===== src/rtl/qdt_pkg.sv =====
// Constants and types shared by the quad down-counter timer block.
package qdt_pkg;
   // ==========================================================
   // Sizes
   localparam int unsigned QDT_NUM = 4;
   localparam int unsigned QDT_W = 32;
   localparam int unsigned QDT_PRE_W = 8;
   // ==========================================================
   // Values
   localparam logic [QDT_W-1:0] QDT_ALL_ONES = 32'hffffffff;
   localparam logic [QDT_W-1:0] QDT_ZERO = 32'h00000000;
   localparam logic [QDT_W-1:0] QDT_ONE = 32'h00000001;
   localparam logic [QDT_PRE_W-1:0] QDT_PRE_RST = 8'h00;
   localparam logic [QDT_PRE_W-1:0] QDT_PRE_ONE = 8'h01;
   localparam logic [3:0] QDT_DIV16_MASK = 4'hf;
   localparam logic [QDT_PRE_W-1:0] QDT_DIV256_MASK = 8'hff;
   // ==========================================================
   // Prescaler selection
   typedef enum logic [1:0] {
      QDT_DIV1 = 2'h0,
      QDT_DIV16 = 2'h1,
      QDT_DIV256 = 2'h3
   } qdt_div_t;
endpackage


===== src/rtl/qdt_timer.sv =====
// One 32-bit down-counting timer channel with prescaler and sticky interrupt.
module qdt_timer
   import qdt_pkg::*;
(
   // Clock and reset
   input wire logic mclk,
   input wire logic srst,
   // Control
   input wire logic enable,
   input wire logic periodic,
   input wire qdt_pkg::qdt_div_t div_sel,
   input wire logic load_wr,
   input wire logic [qdt_pkg::QDT_W-1:0] load_data,
   input wire logic irq_clr,
   // Status
   output logic [qdt_pkg::QDT_W-1:0] count,
   output logic [qdt_pkg::QDT_W-1:0] load_val,
   output logic irq
);
   typedef struct packed {
      logic [QDT_W-1:0] cnt;
      logic [QDT_W-1:0] load;
      logic [QDT_PRE_W-1:0] pre;
      logic irq;
   } qdt_tmr_t;

   qdt_tmr_t st_q, st_d;
   logic tick;

   // ==========================================================
   // Prescaler tick
   always_comb begin
      case (div_sel)
         QDT_DIV1: tick = enable;
         QDT_DIV16: tick = enable && (st_q.pre[3:0] == QDT_DIV16_MASK);
         QDT_DIV256: tick = enable && (st_q.pre == QDT_DIV256_MASK);
         default: tick = 1'b0;
      endcase
   end

   // ==========================================================
   // Counter
   always_comb begin
      st_d = st_q;
      st_d.pre = enable ? st_q.pre + QDT_PRE_ONE : QDT_PRE_RST;
      if (irq_clr) begin
         st_d.irq = 1'b0;
      end
      if (load_wr) begin
         // A write restarts the prescaler too, so the first period is whole.
         st_d.load = load_data;
         st_d.cnt = load_data;
         st_d.pre = QDT_PRE_RST;
      end else if (tick) begin
         if (st_q.cnt == QDT_ZERO) begin
            st_d.irq = 1'b1;
            st_d.cnt = periodic ? st_q.load : QDT_ALL_ONES;
         end else begin
            st_d.cnt = st_q.cnt - QDT_ONE;
         end
      end
   end

   always_ff @(posedge mclk) begin
      if (srst) begin
         st_q <= '0;
      end else begin
         st_q <= st_d;
      end
   end

   assign count = st_q.cnt;
   assign load_val = st_q.load;
   assign irq = st_q.irq;

   // ==========================================================
   // Checks
   property p_dec;
      @(posedge mclk) disable iff (srst)
      (!load_wr && tick && count != QDT_ZERO) |=> (count == $past(count) - QDT_ONE);
   endproperty
   a_dec: assert property (p_dec) else $error("counter did not step by one");

   property p_hold;
      @(posedge mclk) disable iff (srst)
      (!load_wr && !tick) |=> $stable(count);
   endproperty
   a_hold: assert property (p_hold) else $error("counter moved between ticks");

   property p_wrap;
      @(posedge mclk) disable iff (srst)
      (!load_wr && tick && count == QDT_ZERO && !periodic) |=> (count == QDT_ALL_ONES) && irq;
   endproperty
   a_wrap: assert property (p_wrap) else $error("free-running wrap wrong");

   property p_reload;
      @(posedge mclk) disable iff (srst)
      (!load_wr && tick && count == QDT_ZERO && periodic) |=> (count == $past(load_val));
   endproperty
   a_reload: assert property (p_reload) else $error("periodic reload wrong");

   property p_irq_set;
      @(posedge mclk) disable iff (srst)
      (!load_wr && tick && count == QDT_ZERO) |=> irq;
   endproperty
   a_irq_set: assert property (p_irq_set) else $error("no interrupt at zero");

   property p_load;
      @(posedge mclk) disable iff (srst)
      load_wr |=> (count == $past(load_data)) && (load_val == $past(load_data));
   endproperty
   a_load: assert property (p_load) else $error("load write did not restart");

   property p_irq_sticky;
      @(posedge mclk) disable iff (srst)
      (irq && !irq_clr) |=> irq;
   endproperty
   a_irq_sticky: assert property (p_irq_sticky) else $error("irq fell uncleared");

   property p_clr_cnt;
      @(posedge mclk) disable iff (srst)
      (irq_clr && !load_wr && !tick) |=> $stable(count) && !irq;
   endproperty
   a_clr_cnt: assert property (p_clr_cnt) else $error("clear disturbed counter");

   property p_div16;
      @(posedge mclk) disable iff (srst)
      (div_sel == QDT_DIV16 && tick) |-> (st_q.pre[3:0] == QDT_DIV16_MASK);
   endproperty
   a_div16: assert property (p_div16) else $error("divide-by-16 tick misplaced");

   property p_div1;
      @(posedge mclk) disable iff (srst)
      (enable && !load_wr && div_sel == QDT_DIV1 && count != QDT_ZERO)
         |=> (count == $past(count) - QDT_ONE);
   endproperty
   a_div1: assert property (p_div1) else $error("undivided clock did not step");

   // The prescaler low nibble can only come round to its top value once in sixteen cycles.
   property p_div16_gap;
      @(posedge mclk) disable iff (srst)
      (tick && div_sel == QDT_DIV16)
         |=> (!tick || div_sel != QDT_DIV16) [*8] ##1 (!tick || div_sel != QDT_DIV16) [*7];
   endproperty
   a_div16_gap: assert property (p_div16_gap) else $error("ticks too close");

   property p_div16_period;
      @(posedge mclk) disable iff (srst)
      (tick && !load_wr && div_sel == QDT_DIV16) ##1 (enable && !load_wr) [*8]
         ##1 (enable && !load_wr) [*7] |=> (tick || !enable || div_sel != QDT_DIV16);
   endproperty
   a_div16_period: assert property (p_div16_period) else $error("tick missed");

   property p_div256_gap;
      @(posedge mclk) disable iff (srst)
      (tick && div_sel == QDT_DIV256)
         |=> (!tick || div_sel != QDT_DIV256) [*8] ##1 (!tick || div_sel != QDT_DIV256) [*8];
   endproperty
   a_div256_gap: assert property (p_div256_gap) else $error("ticks too close");

   property p_idle;
      @(posedge mclk) disable iff (srst)
      (!enable && !load_wr) |=> $stable(count);
   endproperty
   a_idle: assert property (p_idle) else $error("counter moved while stopped");

   property p_irq_cause;
      @(posedge mclk) disable iff (srst)
      (!irq && (load_wr || !tick || count != QDT_ZERO)) |=> !irq;
   endproperty
   a_irq_cause: assert property (p_irq_cause) else $error("irq without zero");

   property p_load_keep;
      @(posedge mclk) disable iff (srst)
      !load_wr |=> $stable(load_val);
   endproperty
   a_load_keep: assert property (p_load_keep) else $error("load value lost");

   property p_clr;
      @(posedge mclk) disable iff (srst)
      (irq_clr && (load_wr || !tick || count != QDT_ZERO)) |=> !irq;
   endproperty
   a_clr: assert property (p_clr) else $error("clear did not drop interrupt");
endmodule // qdt_timer


===== src/rtl/qdt_top.sv =====
// Four independent down-counting timers with plain control and status ports.
module qdt_top
   import qdt_pkg::*;
(
   // Clock and reset
   input wire logic mclk,
   input wire logic srst,
   // Per-timer control
   input wire logic [qdt_pkg::QDT_NUM-1:0] enable,
   input wire logic [qdt_pkg::QDT_NUM-1:0] periodic,
   input wire qdt_pkg::qdt_div_t div_sel [qdt_pkg::QDT_NUM],
   input wire logic [qdt_pkg::QDT_NUM-1:0] load_wr,
   input wire logic [qdt_pkg::QDT_W-1:0] load_data [qdt_pkg::QDT_NUM],
   input wire logic [qdt_pkg::QDT_NUM-1:0] irq_clr,
   // Per-timer status
   output logic [qdt_pkg::QDT_W-1:0] count [qdt_pkg::QDT_NUM],
   output logic [qdt_pkg::QDT_W-1:0] load_val [qdt_pkg::QDT_NUM],
   output logic [qdt_pkg::QDT_NUM-1:0] irq
);
   // ==========================================================
   // Channels share nothing but the clock and the reset, so they cannot disturb each other.
   for (genvar i = 0; i < QDT_NUM; i++) begin : g_tmr
      qdt_timer u_tmr (
         .mclk(mclk),
         .srst(srst),
         .enable(enable[i]),
         .periodic(periodic[i]),
         .div_sel(div_sel[i]),
         .load_wr(load_wr[i]),
         .load_data(load_data[i]),
         .irq_clr(irq_clr[i]),
         .count(count[i]),
         .load_val(load_val[i]),
         .irq(irq[i])
      );
   end
endmodule // qdt_top


===== config.mk =====
export PLATFORM = sky130hd
export DESIGN_NAME = qdt_top
export DESIGN_NICKNAME = d
export VERILOG_FILES = /design/src/rtl/qdt_pkg.sv /design/src/rtl/qdt_timer.sv /design/src/rtl/qdt_top.sv
export SDC_FILE = /design/constraint.sdc
export NUM_CORES = 1
export LEC_CHECK = 0
export BUFFER_PORTS_ARGS = -buffer_cell sky130_fd_sc_hd__buf_2
export CAP_MARGIN = 0
export CORE_MARGIN = 2
export CORE_UTILIZATION = 56
export CTS_BUF_LIST = sky130_fd_sc_hd__clkbuf_8
export DETAILED_ROUTE_END_ITERATION = 16
export PLACE_DENSITY = 0.93
export SLEW_MARGIN = 20
export SYNTH_ARGS = -nofsm -noshare
export SYNTH_HDL_FRONTEND = slang
export SYNTH_SLANG_ARGS = --single-unit

===== constraint.sdc =====
create_clock -name mclk -period 3.3 [get_ports mclk]
set_clock_uncertainty 0.2 [all_clocks]
set_input_delay 0.66 -clock mclk [delete_from_list [all_inputs] [get_ports mclk]]
set_output_delay 0.66 -clock mclk [all_outputs]
set_load 0.02 [all_outputs]

Word-level counts from Yosys, hierarchy flattened
Cells that the tools add are included.
- reductions and logical operators: 24
- mux-type cells: 36
- bitwise logic cells: 4
- equality and inequality tests: 16
- add/sub/neg operators: 8
- operators with widths (cell ; count):
    $mux W32 ; 16
    $logic_not A32 Y1 ; 4
    $sub A32 B1 Y32 const B ; 4
    $add A8 B1 Y8 const B ; 4
    $eq A8 B8 Y1 const B ; 4
    $eq A4 B4 Y1 const B ; 4
    $mux W1 ; 16
    $pmux W1 S3 ; 4
    $reduce_or A3 Y1 ; 4
    $eq A2 B1 Y1 const B ; 4
    $eq A2 B2 Y1 const B ; 4
    $logic_and A1 B1 Y1 ; 8
    $logic_not A2 Y1 ; 4
    $reduce_bool A2 Y1 ; 4
    $not A1 Y1 ; 4
- logic and storage cells: 104
- register bits: 292

Logic depth before layout (Yosys ltp)
- word-level depth: 5
- depth in mapped cells: 10
- depth with buffers taken out: 8

Modules after synthesis
From an unflattened synthesis, not the netlist that was laid out.
- cell total of the unflattened synthesis: 2192
- area total of the unflattened synthesis: 18387.6 um^2
- modules (own cells, without submodules) (module ; area an instance (um^2) ; cells each ; instances):
    qdt_timer ; 4596.9 ; 548 ; 4

Worst setup path before layout
OpenSTA, ideal clock, no wires.
- kind: register to register
- from: register g_tmr[2].u_tmr.st_q (netlist bit g_tmr[2].u_tmr.count[0])
- to: register g_tmr[2].u_tmr.st_q (netlist bit g_tmr[2].u_tmr.count[24])
- data arrival time: 2.347 ns
- cell stages (with the launch flop): 10
- path slack: 0.661 ns
- library setup time: 0.092 ns
- required time: 3.008 ns
- path through: dfxtp_1 inv_1 ha_1 or3b_2 clkbuf_1 nor2_1 nand3_1 or3_1 and3_1 nor4_1
- cells in the longest elaborated chain, start to end: 4
- elaborated cells between the ends (all ways): 5
- classes of those cells: add/sub (1); mux (3); reduce/logical (1)
- ends and longest elaborated chain (element ; RTL line ; RTL):
    from (decl) ; qdt_timer.sv:27 ; qdt_tmr_t st_q, st_d;
    from (signal assigned) ; qdt_timer.sv:68 ; st_q <= st_d;
    $sub A32 B1 Y32 or $logic_not A32 Y1 (tied branches) ; qdt_timer.sv:59, qdt_timer.sv:55 ;
    $mux W32 * ; qdt_timer.sv:55 ; if (st_q.cnt == QDT_ZERO) begin
    $mux W32 * ; qdt_timer.sv:54 ; end else if (tick) begin
    $mux W32 * ; qdt_timer.sv:49 ; if (load_wr) begin
Mark *: on every way between the ends. The rest lies on a longest branch, timed or not. The select of a mux whose other input is x is not followed.
A chain may end at the register's enable or synchronous reset.

Worst setup path in the final report
- from: register g_tmr[3].u_tmr.st_q (netlist bit g_tmr[3].u_tmr.count[3])
- to: register g_tmr[3].u_tmr.st_q (netlist bit g_tmr[3].u_tmr.count[18])
- cells in the longest elaborated chain, start to end: 4
- elaborated cells between the ends (all ways): 5
- classes of those cells: add/sub (1); mux (3); reduce/logical (1)
- ends and longest elaborated chain (element ; RTL line):
    from (decl) ; qdt_timer.sv:27
    from (signal assigned) ; qdt_timer.sv:68
    $sub A32 B1 Y32 or $logic_not A32 Y1 (tied branches) ; qdt_timer.sv:59, qdt_timer.sv:55
    $mux W32 * ; qdt_timer.sv:55
    $mux W32 * ; qdt_timer.sv:54
    $mux W32 * ; qdt_timer.sv:49
Marks and branches as above.

==> key figures <==
Run status
  • Outcome: complete, no violations

Clock tree
  • H-tree depth: 2
  • Post-CTS Setup Inserts: 0
  • Post-cts resize count: 0
  • Clk_lat worst skew: 560 ps
  • TritonCTS clock tree: built
  • Clk buf depth: 3
  • CTS root buf: clkbuf_8
  • Clock Pin Slew Worst Setup and Hold Paths: 70 ps
  • Post-CTS Hold Buffers: 0
  • Clk sink count: 292
  • Total CTS buffers: 49

Critical path
  • Critical path class: reg2reg
  • Crit-path max FO: 11
  • Setup crit start kind: register
  • Max stage delay on crit path: 710 ps
  • Critical Path AT: 3260 ps
  • CP max-delay cell: nor4_1
  • Crit. End Element: register
  • Worst endpoint required time: 3520 ps
  • CP Cell Sequence: nor4_1, and4b_1, and4_1, or3_1, o22ai_1, a2111oi_0
  • CP delay by family, top: simple AND/OR/NAND/NOR gates
  • CP Buf/Inv Count: 0

STA
  • Sum Neg Setup Slack: 0 ps
  • Fmax: 0.3293 GHz
  • Min cycle time layout: 3037 ps
  • Slew headroom: 45.30%
  • Endpoints failing setup: 0
  • Ratio of final minimum period to clock period: 92.03%
  • Least-Margin Pin Slew: 814.2 ps
  • RSZ-0062 raised after global routing: false
  • Hold Slack: 149.1 ps
  • Fin. max-slew vios: 0
  • Final Hold Viols: 0
  • Setup WS post-layout: 262.9 ps

Floorplanning
  • Top-Level Pins: 414
  • Initial Utilization: 56.80%
  • Core Region: 30,590 um^2
  • Die X-Extent: 180.1 um
  • Cell Rows: 64
  • Die area: 32,450 um^2
  • Die height: 180.1 um

Synth
  • Post-synthesis xor/xnor area fraction: 5.595%
  • Multiplexer share of the synthesized area: 7.035%
  • Post-Synth Simple-Gate Area: 20.75%
  • Synth cell types: 81
  • Asr flop ratio synth: 0%
  • Area of the mapped netlist: 17,380 um^2
  • Post-synthesis adder-cell area fraction: 0.8641%
  • Most frequent cell after synthesis: dfxtp_1
  • Yosys top cell by area: dfxtp_1
  • Main combinational cell family by area after synthesis: simple AND/OR/NAND/NOR gates
  • Synth Instances: 2,118
  • Syn avg cell area: 8.204 um^2
  • Synth top cells by count: 292 x dfxtp_1, 260 x buf_4, 236 x nor2_1, 121 x mux2i_1, 107 x clkbuf_1
  • Predominant post-synthesis flop cell: dfxtp_1
  • Area contributors post-synth: dfxtp_1 34%, buf_4 11%, mux2i_1 7.0%
  • Yosys reg bits: 292
  • Post-synth EDFFs: 0
  • Post-synthesis compound-gate area fraction: 15.91%
  • Top-area cell type share of the netlist area: 33.64%
  • Seq/Total Area, Yosys: 33.64%
  • YS warnings: 0
  • Net Count, Synth: 2,284

Layout
  • Final design utilization: 62.07%
  • Final std cells w/o fill: 2,676
  • Layout cells sized above 1: 24.70%
  • Area grow syn2layout: 9.275%
  • Fill cells: 2,500
  • Fin area: 18,990 um^2
  • Nets: 2,400

Drt
  • Detail Route Antenna Nets: 0
  • Wire per inst: 19.23 um
  • Routed WL: 51.47 mm
  • Initial DRC count: 1,647
  • Vias per inst: 6.186
  • Pre-antenna DRT Iters: 8
  • Via count: 16.55k
  • DRC: 0

Min path
  • Hold WC Path Type: in2reg

Pwr
  • Power density over the cells: 499.1 nW/um^2
  • Max VDD drop: 0.3589 mV
  • Final Total Pwr: 9.476 mW
  • Leakage: 8.647 nW

GRT
  • GRT Total Usage: 30.08%
  • Initial antenna violation count: 5
  • GRT Residual Overflow: 0
  • First-pass GRT wire length: 82.43 mm
  • Largest net degree at the start of global routing: 118
  • Vias in the first global route: 15.57k

Flow run
  • Max-cap violations: 0

Placement
  • RePlAce Congestion: 0.9600
  • Placed Cells: 2,579
  • Port bufs: 413
  • Cell area after placement: 17,850 um^2
  • DP Wirelength: 36.46 mm
  • Worst slack, placed: 372.6 ps
[flip-flops by register name (all words and copies together) (netlist names)]
register	count
g_tmr.u_tmr.st_q	32
g_tmr.u_tmr.count	128
g_tmr.u_tmr.irq	4
g_tmr.u_tmr.load_val	128
[power breakdown]
part           switching (mW)  leakage (nW)  internal [mW]
logic                    1.12          5.62          0.701
clock network            1.55         0.618           2.08
registers               0.281          2.41           3.74
[cell usage in the layout, fill, tap and decap left out, types with 18 or more instances in the layout]
| cell | netlist | layout |
|---|---|---|
| o311ai_0 | 36 | 36 |
| nor3_1 | 70 | 70 |
| nand2_1 | 89 | 89 |
| a221oi_1 | 58 | 58 |
| a22oi_1 | 22 | 22 |
| o22ai_1 | 32 | 32 |
| o21ai_0 | 43 | 42 |
| or3_1 | 36 | 36 |
| clkbuf_8 | 0 | 66 |
| nand2b_1 | 18 | 18 |
| nor4_1 | 45 | 45 |
| mux2i_1 | 121 | 121 |
| xnor2_1 | 68 | 68 |
| buf_2 | 10 | 409 |
| nor2_1 | 236 | 236 |
| nand4_1 | 20 | 20 |
| nand3_1 | 49 | 49 |
| and3_1 | 20 | 20 |
| nor2b_1 | 22 | 22 |
| xor2_1 | 43 | 43 |
| inv_1 | 98 | 109 |
| buf_4 | 260 | 40 |
| dfxtp_1 | 292 | 292 |
| a21oi_1 | 106 | 106 |
[metal layers]
metal | up-vias | part of all wire, % | track usage, %
li1 | 7556 | - | -
met1 | 7772 | 40 | 38.13
met2 | 1033 | 46 | 48.46
met3 | 193 | 9.3 | 6.447
met4 | 0 | 5.0 | 15.19
met5 | - | 0 | 0
[final cells by class]
class | count | area, um^2 | share of cell area, %
clock inverters | 27 | 229.0 | 1.206
flip-flops and latches | 292 | 5846 | 30.79
clock buffers | 65 | 894.6 | 4.712
well taps | 396 | 495.5 | 2.610
diodes | 5 | 12.51 | 0.06590
repair buffers | 453 | 2421 | 12.75
multi-input cells | 1339 | 8717 | 45.91
inverters | 99 | 371.6 | 1.957
[worst register-to-register path, cell delays in order, from the launching register on]
cell,delay (ps)
dfxtp_1,380
nor4_1,720
and4b_1,380
and4_1,390
or3_1,420
o22ai_1,120
a2111oi_0,300
[cell families after synthesis]
group,Yosys count
DFF,292
buffers and inverters,487
muxes,122
adders and majority gates,12
xor gates and xnor gates,111
and+or+nand+nor,694
AOI/OAI and AO/OA,400
[final timing paths]
check / cells past startpoint / to / start / slack (ps)
max: 6 / g_tmr[3].u_tmr.count[18] / g_tmr[3].u_tmr.count[3] / 260
min: 3 / g_tmr[1].u_tmr.load_val[8] / load_data[72] / 150
max reg2reg: 6 / g_tmr[3].u_tmr.count[18] / g_tmr[3].u_tmr.count[3] / 260
min reg2reg: 1 / g_tmr[3].u_tmr.st_q[1] / g_tmr[3].u_tmr.st_q[1] / 240
Note: power is estimated with default switching activity, not from simulation.
